--- config.mk ---
export PLATFORM = sky130hd
export DESIGN_NAME = aux_ref_cal_control_regs
export DESIGN_NICKNAME = d
export VERILOG_FILES = /design/src/core/aux_cal_pkg.sv /design/src/core/aux_ref_cal_control_regs.sv
export SDC_FILE = /design/constraint.sdc
export NUM_CORES = 1
export LEC_CHECK = 0
export ABC_AREA = 1
export BUFFER_PORTS_ARGS = -buffer_cell sky130_fd_sc_hd__buf_2
export CORE_MARGIN = 1.5
export CORE_UTILIZATION = 45
export DETAILED_ROUTE_END_ITERATION = 8
export PLACE_DENSITY = 0.78
export SKIP_LAST_GASP = 1
export SLEW_MARGIN = 20
export SYNTH_ARGS = -nofsm -noshare
export SYNTH_HDL_FRONTEND = slang
export SYNTH_SLANG_ARGS = --single-unit
--- constraint.sdc ---
create_clock -name i_clk -period 5 [get_ports i_clk]
set_clock_uncertainty 0.1 [all_clocks]
set_input_delay 0.5 -clock i_clk [delete_from_list [all_inputs] [get_ports i_clk]]
set_output_delay 0.5 -clock i_clk [all_outputs]
set_load 0.02 [all_outputs]
--- src/core/aux_cal_pkg.sv ---
// Register map, field positions and reset values of the aux/ref/cal slice
package aux_cal_pkg;
    // Register offsets
    localparam logic [7:0] ADDR_AUX_I_LOW  = 8'h09;
    localparam logic [7:0] ADDR_AUX_I_CTL  = 8'h0A;
    localparam logic [7:0] ADDR_AUX_Q_LOW  = 8'h0B;
    localparam logic [7:0] ADDR_AUX_Q_CTL  = 8'h0C;
    localparam logic [7:0] ADDR_REF_TRIM   = 8'h0D;
    localparam logic [7:0] ADDR_CAL_CTL    = 8'h0E;
    localparam logic [7:0] ADDR_CAL_STAT   = 8'h0F;
    localparam logic [7:0] ADDR_MEM_CTL    = 8'h12;
    localparam logic [7:0] ADDR_IRQ_STAT   = 8'h20;
    localparam logic [7:0] ADDR_IRQ_MASK   = 8'h21;
    // Aux control field positions
    localparam int AUX_EN_BIT   = 7;
    localparam int AUX_SPAN_LSB = 5;
    localparam int AUX_TOP_LSB  = 2;
    localparam int AUX_MSB_LSB  = 0;
    // Calibration control field positions
    localparam int CAL_PRE_Q_BIT  = 7;
    localparam int CAL_PRE_I_BIT  = 6;
    localparam int CAL_PICK_Q_BIT = 5;
    localparam int CAL_PICK_I_BIT = 4;
    localparam int CAL_GATE_BIT   = 3;
    localparam int CAL_DIV_LSB    = 0;
    localparam int Q_DONE_BIT     = 7;
    localparam int START_BIT      = 4;
    // Interrupt status bits
    localparam int IRQ_DONE_BIT  = 0;
    localparam int IRQ_START_BIT = 1;
    // Reset values
    localparam logic [7:0] RST_AUX_LOW  = 8'h00;
    localparam logic [7:0] RST_AUX_CTL  = 8'h00;
    localparam logic [5:0] RST_REF_TRIM = 6'h00;
    localparam logic [7:0] RST_CAL_CTL  = 8'h00;
    localparam logic [1:0] RST_IRQ      = 2'h0;
    // Fixed calibration reference preload
    localparam logic [5:0] PRELOAD_FIXED = 6'h20;
    // Calibration clock ticks one calibration run lasts
    localparam logic [7:0] CAL_RUN_TICKS = 8'h10;
    // Calibration sequencer states
    typedef enum logic [0:0] {
        CAL_IDLE = 1'b0,
        CAL_RUN  = 1'b1
    } cal_state_t;
endpackage

--- src/core/aux_ref_cal_control_regs.sv ---
// Aux converter, reference trim and calibration control register slice
//
// What this block does
// - Q aux word: low byte plus control bits 1:0
// - Q word 3FF full, 200 mid, resets 000
// - Q control bit 7 enables output, reset off
// - Q span field bits 6:5, reset 2 V
// - Q top field bits 4:2, reset 1.0 V
// - I control bits 1:0 are I word MSBs
// - I top field decodes like Q top field
// - Six-bit signed reference trim, reset zero
// - Q preload: 32 when clear, user when set
// - I preload: 32 when clear, user when set
// - Bit 5 picks Q for self-calibration
// - Bit 4 picks I for self-calibration
// - Bit 3 gates calibration clock, reset off
// - Divider field 000 is 256 down to 2
// - Status bit 7: Q calibration done flag
// - Writing one to start bit starts calibration
`timescale 1ns/1ps
module aux_ref_cal_control_regs
    import aux_cal_pkg::*;
(
    // Clock and reset
    input  wire logic       i_clk,
    input  wire logic       i_srst,
    // Register port
    input  wire logic [7:0] i_addr,
    input  wire logic [7:0] i_wdata,
    input  wire logic       i_wr,
    input  wire logic       i_rd,
    output logic      [7:0] o_rdata,
    // User calibration reference from calibration address 1
    input  wire logic [5:0] i_cal_user_ref,
    // I aux converter settings
    output logic      [9:0] o_aux_i_word,
    output logic            o_aux_i_output_on,
    output logic      [1:0] o_aux_i_span_sel,
    output logic      [2:0] o_aux_i_top_sel,
    // Q aux converter settings
    output logic      [9:0] o_aux_q_word,
    output logic            o_aux_q_output_on,
    output logic      [1:0] o_aux_q_span_sel,
    output logic      [2:0] o_aux_q_top_sel,
    // Reference trim
    output logic      [5:0] o_reference_trim_code,
    // Calibration controls
    output logic      [5:0] o_q_cal_preload,
    output logic      [5:0] o_i_cal_preload,
    output logic            o_q_selfcal_pick,
    output logic            o_i_selfcal_pick,
    output logic            o_cal_clk,
    output logic            o_cal_busy,
    output logic            o_q_cal_done_flag,
    // Interrupt
    output logic            o_irq
);

    // Whole register state of the block
    //
    // Everything that remembers a value lives in this one struct, so the
    // reset branch and the next-state process can never drift apart.
    // The fields fall into four groups:
    //   - software registers, stored as written, trim and mask cut to their width
    //   - calibration clock divider and its divided output
    //   - calibration run sequencer with its tick counter
    //   - interrupt status, mask and the registered read data
    // Preload values are kept here as well so that the preload outputs
    // come from flip-flops and never glitch when the user value moves.
    typedef struct packed {
        logic [7:0] aux_i_low;    // I word low byte
        logic [7:0] aux_i_ctl;    // I control
        logic [7:0] aux_q_low;    // Q word low byte
        logic [7:0] aux_q_ctl;    // Q control
        logic [5:0] ref_trim;     // Reference trim code
        logic [7:0] cal_ctl;      // Calibration control
        logic       q_done;       // Q calibration complete
        cal_state_t cal_state;    // Calibration sequencer
        logic [7:0] div_cnt;      // Calibration clock divider count
        logic       cal_clk;      // Divided calibration clock
        logic [7:0] tick_cnt;     // Calibration ticks in this run
        logic       run_q;        // Q taken into current run
        logic [1:0] irq_stat;     // Sticky event bits
        logic [1:0] irq_mask;     // Event enables
        logic [7:0] rdata;        // Read data, one cycle late
        logic [5:0] q_pre;        // Q preload value
        logic [5:0] i_pre;        // I preload value
    } state_t;

    state_t st_reg;   // Registered state
    state_t st_next;  // Next state

    // Function helpers
    //
    // The decodes below are written as functions; preload and hit are used
    // in more than one place. They are pure: no state is touched,
    // which keeps the next-state process readable and easy to check.

    // Divide ratio minus one for a divider code, halving per step
    // Code 0 gives 256, code 7 gives 2; the middle codes are assumed
    // to keep halving. The result fits eight bits because the largest
    // terminal count is 255.
    function automatic logic [7:0] div_last(input logic [2:0] code);
        logic [8:0] ratio;
        ratio = 9'h100 >> code;
        return 8'(ratio - 9'h001);
    endfunction

    // Preload choice: fixed 32 or the user value
    // The user value is sampled every cycle; software should settle it
    // before setting the select bit, since no snapshot is taken.
    function automatic logic [5:0] preload(input logic sel, input logic [5:0] user);
        return sel ? user : PRELOAD_FIXED;
    endfunction

    // Register read mux; unmapped and reserved bits give zero
    // The memory control address is write-only and falls to the
    // default branch. Status reads have no side effect, so a read
    // can never lose a sticky event.
    function automatic logic [7:0] read_mux(input state_t s, input logic [7:0] a);
        logic [7:0] d;
        d = 8'h00;
        case (a)
            ADDR_AUX_I_LOW: d = s.aux_i_low;
            ADDR_AUX_I_CTL: d = s.aux_i_ctl;
            ADDR_AUX_Q_LOW: d = s.aux_q_low;
            ADDR_AUX_Q_CTL: d = s.aux_q_ctl;
            ADDR_REF_TRIM:  d = {2'h0, s.ref_trim};
            ADDR_CAL_CTL:   d = s.cal_ctl;
            ADDR_CAL_STAT:  d[Q_DONE_BIT] = s.q_done;
            ADDR_IRQ_STAT:  d = {6'h00, s.irq_stat};
            ADDR_IRQ_MASK:  d = {6'h00, s.irq_mask};
            default:        d = 8'h00;
        endcase
        return d;
    endfunction

    // Write decode helper
    // Full eight-bit compare, so aliases never hit a register.
    function automatic logic hit(input logic wr, input logic [7:0] a, input logic [7:0] t);
        return wr && (a == t);
    endfunction

    // Next-state logic for registers, divider and calibration run
    //
    // Order inside this process matters only for the interrupt status:
    // the write-one clear is applied first and the event sets after it,
    // so an event in the same cycle as a clear is never lost.
    // Writes to separate registers never overlap, so their order is free.
    always_comb begin
        logic       start;
        logic       tick;
        logic       done_evt;
        logic [7:0] last;
        start    = 1'b0;
        tick     = 1'b0;
        done_evt = 1'b0;
        last     = 8'h00;
        st_next  = st_reg;

        // Plain read/write registers
        if (hit(i_wr, i_addr, ADDR_AUX_I_LOW)) begin
            st_next.aux_i_low = i_wdata;
        end
        if (hit(i_wr, i_addr, ADDR_AUX_I_CTL)) begin
            st_next.aux_i_ctl = i_wdata;
        end
        if (hit(i_wr, i_addr, ADDR_AUX_Q_LOW)) begin
            st_next.aux_q_low = i_wdata;
        end
        if (hit(i_wr, i_addr, ADDR_AUX_Q_CTL)) begin
            st_next.aux_q_ctl = i_wdata;
        end
        if (hit(i_wr, i_addr, ADDR_REF_TRIM)) begin
            st_next.ref_trim = i_wdata[5:0];
        end
        if (hit(i_wr, i_addr, ADDR_CAL_CTL)) begin
            st_next.cal_ctl = i_wdata;
        end
        if (hit(i_wr, i_addr, ADDR_IRQ_MASK)) begin
            st_next.irq_mask = i_wdata[1:0];
        end

        // Start strobe; a zero write does nothing
        start = hit(i_wr, i_addr, ADDR_MEM_CTL) && i_wdata[START_BIT];

        // Divider runs only while the gate bit is set, so it stops clean
        // The divided clock is high for the upper half of each count.
        // Every ratio is even, so the high and low phases are equal; the
        // consumer only uses rising edges, so duty cycle is not critical.
        // Each wrap also gives one tick to the calibration sequencer.
        last = div_last(st_reg.cal_ctl[CAL_DIV_LSB +: 3]);
        if (!st_reg.cal_ctl[CAL_GATE_BIT]) begin
            st_next.div_cnt = 8'h00;
            st_next.cal_clk = 1'b0;
        end else if (st_reg.div_cnt >= last) begin
            // Wrap also covers a divider code shrunk mid-count
            st_next.div_cnt = 8'h00;
            st_next.cal_clk = 1'b0;
            tick            = 1'b1;
        end else begin
            st_next.div_cnt = st_reg.div_cnt + 8'h01;
            st_next.cal_clk = (st_reg.div_cnt + 8'h01) > (last >> 1);
        end

        // Calibration sequencer, counting divided clock ticks
        // A start while a run is active is ignored by the sequencer;
        // only the start event bit records it. The Q pick bit is
        // latched at start so a later change does not alter the run.
        // Only the Q completion flag is kept in this slice.
        case (st_reg.cal_state)
            CAL_IDLE: begin
                if (start) begin
                    st_next.cal_state = CAL_RUN;
                    st_next.tick_cnt  = 8'h00;
                    st_next.run_q     = st_reg.cal_ctl[CAL_PICK_Q_BIT];
                    if (st_reg.cal_ctl[CAL_PICK_Q_BIT]) begin
                        st_next.q_done = 1'b0;
                    end
                end
            end
            CAL_RUN: begin
                // A run cannot progress while the clock is gated off
                if (tick) begin
                    if (st_reg.tick_cnt == CAL_RUN_TICKS - 8'h01) begin
                        st_next.cal_state = CAL_IDLE;
                        done_evt          = 1'b1;
                        if (st_reg.run_q) begin
                            st_next.q_done = 1'b1;
                        end
                    end else begin
                        st_next.tick_cnt = st_reg.tick_cnt + 8'h01;
                    end
                end
            end
            default: begin
                st_next.cal_state = CAL_IDLE;
            end
        endcase

        // Sticky events: write-one clears, a same-cycle set wins
        // Bit 0 marks the end of a run, bit 1 a start request.
        // The interrupt output is the OR of the masked bits.
        if (hit(i_wr, i_addr, ADDR_IRQ_STAT)) begin
            st_next.irq_stat = st_reg.irq_stat & ~i_wdata[1:0];
        end
        if (done_evt) begin
            st_next.irq_stat[IRQ_DONE_BIT] = 1'b1;
        end
        if (start) begin
            st_next.irq_stat[IRQ_START_BIT] = 1'b1;
        end

        // Preload selection, registered for clean outputs
        st_next.q_pre = preload(st_reg.cal_ctl[CAL_PRE_Q_BIT], i_cal_user_ref);
        st_next.i_pre = preload(st_reg.cal_ctl[CAL_PRE_I_BIT], i_cal_user_ref);

        // Read data valid only in the cycle after the strobe
        // Zero outside that cycle keeps a shared read bus quiet.
        st_next.rdata = i_rd ? read_mux(st_reg, i_addr) : 8'h00;
    end

    // State register with synchronous reset to defaults
    //
    // The whole struct is cleared first, then the fields whose default
    // is not zero, or whose default is worth naming, are set by name.
    // Reset is synchronous, so it must be held for at least one edge.
    // The divider, tick counter and run flag all restart at zero,
    // and the gate bit resets clear, which leaves the calibration clock stopped after reset.
    always_ff @(posedge i_clk) begin
        if (i_srst) begin
            st_reg           <= '0;
            st_reg.aux_i_low <= RST_AUX_LOW;
            st_reg.aux_i_ctl <= RST_AUX_CTL;
            st_reg.aux_q_low <= RST_AUX_LOW;
            st_reg.aux_q_ctl <= RST_AUX_CTL;
            st_reg.ref_trim  <= RST_REF_TRIM;
            st_reg.cal_ctl   <= RST_CAL_CTL;
            st_reg.cal_state <= CAL_IDLE;
            st_reg.irq_stat  <= RST_IRQ;
            st_reg.irq_mask  <= RST_IRQ;
            st_reg.q_pre     <= PRELOAD_FIXED;
            st_reg.i_pre     <= PRELOAD_FIXED;
        end else begin
            st_reg <= st_next;
        end
    end

    // Output drive, all from state flip-flops
    //
    // Pure wiring: no logic between the flip-flops and the pins except
    // the interrupt OR. Fields keep their bit layout from the control
    // registers, so software and hardware see the same code.
    // Top codes above 100 are passed through unchanged.
    always_comb begin
        o_rdata               = st_reg.rdata;
        o_aux_i_word          = {st_reg.aux_i_ctl[AUX_MSB_LSB +: 2], st_reg.aux_i_low};
        o_aux_i_output_on     = st_reg.aux_i_ctl[AUX_EN_BIT];
        o_aux_i_span_sel      = st_reg.aux_i_ctl[AUX_SPAN_LSB +: 2];
        o_aux_i_top_sel       = st_reg.aux_i_ctl[AUX_TOP_LSB +: 3];
        o_aux_q_word          = {st_reg.aux_q_ctl[AUX_MSB_LSB +: 2], st_reg.aux_q_low};
        o_aux_q_output_on     = st_reg.aux_q_ctl[AUX_EN_BIT];
        o_aux_q_span_sel      = st_reg.aux_q_ctl[AUX_SPAN_LSB +: 2];
        o_aux_q_top_sel       = st_reg.aux_q_ctl[AUX_TOP_LSB +: 3];
        o_reference_trim_code = st_reg.ref_trim;
        o_q_cal_preload       = st_reg.q_pre;
        o_i_cal_preload       = st_reg.i_pre;
        o_q_selfcal_pick      = st_reg.cal_ctl[CAL_PICK_Q_BIT];
        o_i_selfcal_pick      = st_reg.cal_ctl[CAL_PICK_I_BIT];
        o_cal_clk             = st_reg.cal_clk;
        o_cal_busy            = (st_reg.cal_state == CAL_RUN);
        o_q_cal_done_flag     = st_reg.q_done;
        o_irq                 = |(st_reg.irq_stat & st_reg.irq_mask);
    end

endmodule

==> metrics, run 1 <==
Largest register FFs 27; share of the clock period used by the worst path after layout between 40 and 50%; part of the Yosys area used for sequential elements 38.6%; post-detailed-routing wire length roughly 11 mm; EDFF count, synth 0; first-pass detailed-route iteration total 5; Crit-path slowest cell sky130_fd_sc_hd__dfxtp_1; number of endpoints with negative hold slack in the final report 0; fin worst setup slack ~2.8 ns; Crit path arrival time around 2.4 ns; n_diodes 0; normalized max-slew margin ~58%; Post-Synthesis Net Count about 650; area of the core between 9000 and 10,000 um^2; Clk pin slew, worst setup/hold paths about 0.09 ns; Synth Cell Area 4670 um^2; CTS H-tree lvls 3; worst setup slack after placement approximately 2.6 ns; number of primary I/O pins 90; GRT overflow 0; post-CTS sizing 0; clock period minus final worst setup slack 2.24 ns; largest incremental delay on the critical path about 0.36 ns; final-layout fill cell count 971; transition time at the pin with the least slew margin about 0.63 ns; largest buffer count on any clock path 2; first-pass GRT wire length between 15 and 20 mm; RSZ-0062 raised after global routing no; minimum hold slack 0.224 ns; Sink Count 90; number of register bits inferred by synthesis 90; number of warning messages in the yosys log 0; NumNets Final roughly 680; wire length per cell roughly 15 um; cell repeated most along the worst path sky130_fd_sc_hd__nand2_1; Die Area approximately 11,000 um^2; Vias around 4,000; power density normalized to cell area 273 nW/um^2; clock latency at the later pin of the worst-skew pair 0.37 ns; CTS tree done; kind of end point of the critical path flip-flop; Worst VDD drop 146 uV; Placed Cells incl. Taps 761; number of buffers added on ports approximately 90; category of the most critical setup path reg -> reg; number of non-filler instances in the completed layout approximately 800; worst-path cell chain inv_2 > nor2_1 > ha_1 > nand2_1 > o21ai_0 > nand4_1 > nand2_1 > nand2_2 > nand2_4 > nand2_4 > inv_2 > nand2_1 > nand2_1 > nor2_1; worst path buffer plus inverter count 2; antenna violations before repair 0; Detailed Route Iter0 Violations around 310; kind of start point of the critical path flip-flop; die extent in x ~100 um; Routability Congestion a little over 0.9; sequential cell area in the final layout 1800 um^2; cell count after synthesis 611; multi-input gate area in the final layout between 2000 and 2500 um^2; maximum clock rate between 0.4 and 0.5 GHz; max-cap violation count 0; DP Wirelength between 8 and 9 mm; Yosys cell types 42; root cell of the clock tree sky130_fd_sc_hd__clkbuf_8; post-route cell area 4980 um^2; CP Max Fanout 11; syn_area_per_cell between 7 and 8 um^2; Final setup viols 0; Cell Area, Placed between 4000 and 5000 um^2; post-cts hold buffer count 0; kind of cell adding the most delay to the critical path simple AND/OR/NAND/NOR gates; all-layer global routing usage about a fifth; run status finished clean; Main synth FF type sky130_fd_sc_hd__dfxtp_1; die span in y 105 um; post-detailed-route DRC marker count 0; share of final-layout standard cells stronger than drive strength 1 a little over a fifth; vias in the first global route 3,790; total count of max-transition violations in the final report 0; share of synthesized registers carrying an async set or reset 0%; Setup TNS Final 0 ns; number of nets with antenna violations after detailed routing 0; largest net degree at the start of global routing 28; initial standard-cell utilization of the core a little under half; total clock buffers created by CTS 9; # Post-CTS Setup Buffers 0; via-per-instance ratio roughly 5.2; Hold Crit Class in -> reg; area growth from synthesis to final layout 6.76%; critical path data required time between 5 and 6 ns; cell row count 36; leakage 2.21 nW
==> worst reg2reg max path, delay by kind of cell (launching register included) <==
kind / cells / cell delay [ns]
adder cells (fa/ha/maj): 1 / 0.30
AO/OA/AOI/OAI: 1 / 0.19
buffers and inverters: 2 / 0.29
flip-flops: 1 / 0.36
AND/OR/NAND/NOR: 10 / 0.91
==> Yosys cell counts, types with 2 or more instances <==
library cell	n	area, um^2
sky130_fd_sc_hd__inv_1	79	297
sky130_fd_sc_hd__nor3_1	15	75.1
sky130_fd_sc_hd__ha_1	10	125
sky130_fd_sc_hd__o21ai_2	2	17.5
sky130_fd_sc_hd__clkbuf_1	8	30.0
sky130_fd_sc_hd__o22ai_1	17	106
sky130_fd_sc_hd__nand3_2	2	20.0
sky130_fd_sc_hd__inv_2	5	18.8
sky130_fd_sc_hd__dfxtp_1	90	1800
sky130_fd_sc_hd__xor2_1	9	78.8
sky130_fd_sc_hd__nor2_2	2	12.5
sky130_fd_sc_hd__a21oi_1	56	280
sky130_fd_sc_hd__nand4_4	2	42.5
sky130_fd_sc_hd__nand4_1	11	68.8
sky130_fd_sc_hd__nand4_2	2	25.0
sky130_fd_sc_hd__nand2_4	6	67.6
sky130_fd_sc_hd__nand3b_1	3	22.5
sky130_fd_sc_hd__buf_4	57	428
sky130_fd_sc_hd__o21ai_0	45	225
sky130_fd_sc_hd__nor2_1	73	274
sky130_fd_sc_hd__nand3_1	19	95.1
sky130_fd_sc_hd__nand2_1	57	214
sky130_fd_sc_hd__buf_2	2	10.0
sky130_fd_sc_hd__a31oi_1	2	12.5
sky130_fd_sc_hd__nand2_2	6	37.5
sky130_fd_sc_hd__o21ai_1	3	15.0
sky130_fd_sc_hd__buf_6	5	56.3
sky130_fd_sc_hd__a211oi_1	9	67.6
==> final cells by class <==
cell class	count	area share (%)
Timing Repair Buffer	90	9.09
Tap cell	133	3.34
Multi-Input combinational cell	362	40.3
Sequential cell	90	36.2
Inverter	86	6.56
Clock buffer	9	2.49
Clock inverter	7	2.01
==> report_power, final <==
part	leakage [nW]	switching [mW]	total, mW	internal [mW]
Sequential	0.725	0.00475	0.724	0.719
Clock	0.108	0.274	0.560	0.286
Combinational	1.38	0.0558	0.0766	0.0208
Total	2.21	0.334	1.36	1.03
==> final timing paths <==
path | slack, ns | start | to | depth (start not counted)
min reg2reg | 0.38 | o_aux_i_span_sel[0] | o_aux_i_span_sel[0] | 2
min | 0.22 | i_cal_user_ref[5] | o_q_cal_preload[5] | 3
max | 2.76 | st_reg[46] | st_reg[26] | 14
max reg2reg | 2.76 | st_reg[46] | st_reg[26] | 14
==> stage by stage <==
| stage | util, % | total power, mW |
|---|---|---|
| 4_1_cts | 50.3 | 1.36 |
| 5_1_grt | 50.3 | 1.41 |
| 6_report | 50.3 | 1.36 |
| 3_3_place_gp | 48.0 | 0.815 |
| 3_5_place_dp | 48.0 | 0.816 |
| 2_1_floorplan | - | 0.787 |
==> layout by cell type, fill, tap and decap left out, types with 15 or more instances in the layout <==
master,Yosys,routed
sky130_fd_sc_hd__o21ai_0,45,45
sky130_fd_sc_hd__buf_2,2,89
sky130_fd_sc_hd__nand2_1,57,57
sky130_fd_sc_hd__dfxtp_1,90,90
sky130_fd_sc_hd__nor3_1,15,15
sky130_fd_sc_hd__nor2_1,73,73
sky130_fd_sc_hd__inv_1,79,79
sky130_fd_sc_hd__a21oi_1,56,56
sky130_fd_sc_hd__nand3_1,19,19
sky130_fd_sc_hd__o22ai_1,17,17
==> routing by layer <==
layer	part of all wire (%)	up-vias	track usage [%]
met2	47	165	33.4
met5	0	-	0
li1	-	2009	-
met4	2.0	0	8.32
met1	43	1817	26.3
met3	8.0	17	5.43
==> cell families (layout without fill, tap and decap cells) <==
kind of cell | after synthesis | in the layout | synth area share [%]
and+or+nand+nor | 204 | 204 | 22.2
buffers and inverters | 159 | 192 | 18.3
AOI/OAI and AO/OA | 138 | 138 | 16.4
DFF | 90 | 90 | 38.6
adders and majority gates | 10 | 10 | 2.68
xor gates and xnor gates | 10 | 10 | 1.88
(Power assumes the default switching activity.)
==> inputs of run 2 (changes only) <==
==> constraint.sdc (replaced) <==
create_clock -name i_clk -period 2.15 [get_ports i_clk]
set_clock_uncertainty 0.1 [all_clocks]
set_input_delay 0.215 -clock i_clk [delete_from_list [all_inputs] [get_ports i_clk]]
set_output_delay 0.215 -clock i_clk [all_outputs]
set_load 0.02 [all_outputs]
==> run 2 against run 1 <==
Effect of this change:
- non-clock buffer count is 13 higher
- core utilization is 1.4 points higher
- sequential power is 130% higher
- die area stayed put
- setup slack worse by 2.6 ns
- routed wire length is 3.1% higher
- largest power group unchanged
==> metrics, run 2 (synthesis gave the netlist of run 1 again) <==
total count of max-transition violations in the final report 0 (unchanged); number of nets with antenna violations after detailed routing 0 (unchanged); antenna violations before repair 0 (unchanged); total clock buffers created by CTS 9 (unchanged); most used cells in the layout excluding fill and tap cells 89 x sky130_fd_sc_hd__buf_2, 87 x sky130_fd_sc_hd__dfxtp_1, 78 x sky130_fd_sc_hd__inv_1; number of primary I/O pins 90 (unchanged); Hold Crit Class in -> reg; Sink Count 90 (unchanged); final-layout fill cell count 963 (-0.82%); area growth from synthesis to final layout 9.73%; kind of start point of the critical path flip-flop; clock latency at the later pin of the worst-skew pair 0.37 ns (about the same); largest net degree at the start of global routing 40 (+43%); Routability Congestion 0.909 (-2.3%); all-layer global routing usage 21.3% (+0.61 points); post-detailed-routing wire length 11.6 mm (+3.1%); CP Max Fanout 6 (-5); die extent in x 105 um (unchanged); vias in the first global route 3,817 (+0.71%); Largest register FFs 27 (unchanged); Vias 4,174 (+4.1%); first-pass detailed-route iteration total 4 (-1); via-per-instance ratio 5.28 (+2.4%); Post-Route Utilization 51.7% (+1.4 points); Die Area 11,000 um^2 (unchanged); GRT overflow 0 (unchanged); Worst VDD drop 357 uV (+140%); Clk pin slew, worst setup/hold paths 0.10 ns (about the same); n_diodes 0 (unchanged); category of the most critical setup path reg -> reg; worst path buffer plus inverter count 2 (unchanged); RSZ-0062 raised after global routing yes; kind of cell adding the most delay to the critical path simple AND/OR/NAND/NOR gates; root cell of the clock tree sky130_fd_sc_hd__clkbuf_8; post-detailed-route DRC marker count 0 (unchanged); clock period minus final worst setup slack 2.01 ns (-0.228 ns); NumNets Final 688 (+1.9%); power density normalized to cell area 592 nW/um^2 (+120%); Final setup viols 0 (unchanged); share of the clock period used by the worst path after layout 93.6% (+49 points); share of final-layout standard cells stronger than drive strength 1 23.9% (+2.2 points); run status finished clean; CTS H-tree lvls 3 (unchanged); die span in y 105 um (unchanged); worst-path cell chain inv_2 > nand2_2 > a21oi_2 > ha_1 > nand2_1 > o21ai_1 > nand4_1 > nand2_1 > nand2_2 > nand2_4 > buf_12 > nand3_1 > a21oi_2; multi-input gate area in the final layout 2050 um^2 (+1.9%); transition time at the pin with the least slew margin 0.532 ns (-0.103 ns); leading cell type in the layout, fill and taps excluded sky130_fd_sc_hd__buf_2; first-pass GRT wire length 18.8 mm (+2.8%); Cell Area, Placed 4790 um^2 (+0.79%); Crit path arrival time 2.23 ns (-0.18 ns); leakage 2.28 nW (+3.1%); kind of end point of the critical path flip-flop; cell row count 36 (unchanged); number of endpoints with negative hold slack in the final report 0 (unchanged); critical path data required time 2.36 ns (-2.81 ns); number of non-filler instances in the completed layout 790 (+1.7%); maximum clock rate 0.497 GHz (+11%); sequential cell area in the final layout 1810 um^2 (+0.35%); Placed Cells incl. Taps 766 (+0.66%); largest incremental delay on the critical path 0.40 ns (+0.04 ns); wire length per cell 14.7 um (+1.4%); Detailed Route Iter0 Violations 282 (-9.6%); initial standard-cell utilization of the core 47.1% (unchanged); post-route cell area 5120 um^2 (+2.8%); max-cap violation count 0 (unchanged); area of the core 9910 um^2 (unchanged); normalized max-slew margin 64.5% (+6.9 points); largest buffer count on any clock path 2 (unchanged); Crit-path slowest cell sky130_fd_sc_hd__dfxtp_4; number of buffers added on ports 89 (unchanged); CTS tree done; DP Wirelength 8.67 mm (+0.27%)
run 2: cell count changes in the layout (fill, tap and decap cells not counted), sizes merged:
| cell | previous run | this run |
|---|---|---|
| bufinv | 2 | 0 |
| inv | 87 | 90 |
| clkinv | 2 | 1 |
| dlygate4sd3 | 0 | 6 |
| buf | 90 | 97 |
run 2: stage by stage:
step | hold WS (ns) | power (mW) | setup TNS, ns | setup WS (ns)
6_report | 0.00939 | 3.03 | 0 | 0.138
5_1_grt | 0.00512 | 3.13 | -0.0892 | -0.0336
4_1_cts | 0.00169 | 3.03 | 0 | 0.000330
3_5_place_dp | 0.317 | 1.90 | 0 | 0.0105
3_3_place_gp | 0.307 | 1.90 | 0 | 0.138
2_1_floorplan | 0.218 | 1.83 | 0 | 0.239
run 2: per-layer routing:
layer	GRT usage [%]	up-vias	wire length, um
met4	7.53	0	265
met3	4.18	21	793
met5	0	-	0
met2	35.1	151	5440
li1	-	2041	-
met1	27.8	1961	5140
run 2: where the power goes:
group,internal (mW),switching (mW),leakage [nW]
Combinational,0.0674,0.144,1.46
Sequential,1.67,0.00594,0.727
Clock,0.452,0.689,0.0922
Total,2.19,0.838,2.28
run 2: tightest hold or removal path: stages:
cell and delay [ns]:
sky130_fd_sc_hd__buf_2 0.10, sky130_fd_sc_hd__nand2_1 0.07, sky130_fd_sc_hd__a31oi_1 0.04
run 2: area by class of cell:
class                           instances  share of cell area, %
Clock buffer                            9                   2.42
Inverter                               86                   6.43
Multi-Input combinational cell        362                   40.0
Sequential cell                        90                   35.3
Clock inverter                          7                   1.30
Timing Repair Buffer                  103                   11.3
Tap cell                              133                   3.25
run 2: path summary, 6_finish.rpt:
kind | startpoint | end | slack, ns | cells past startpoint
min | i_rd | o_rdata[7] | 0.009 | 3
min reg2reg | o_aux_q_word[6] | o_aux_q_word[6] | 0.37 | 2
max reg2reg | st_reg[44] | st_reg[31] | 0.14 | 13
max | st_reg[44] | st_reg[31] | 0.14 | 13
run 2: what timing repair did:
item                       CTS  global route
gates resized for setup      3            13
setup buffers                0             2
hold buffers                 6             0
hold endpoints to repair    12             0
pin swaps                    0             9
setup endpoints to repair    2            17
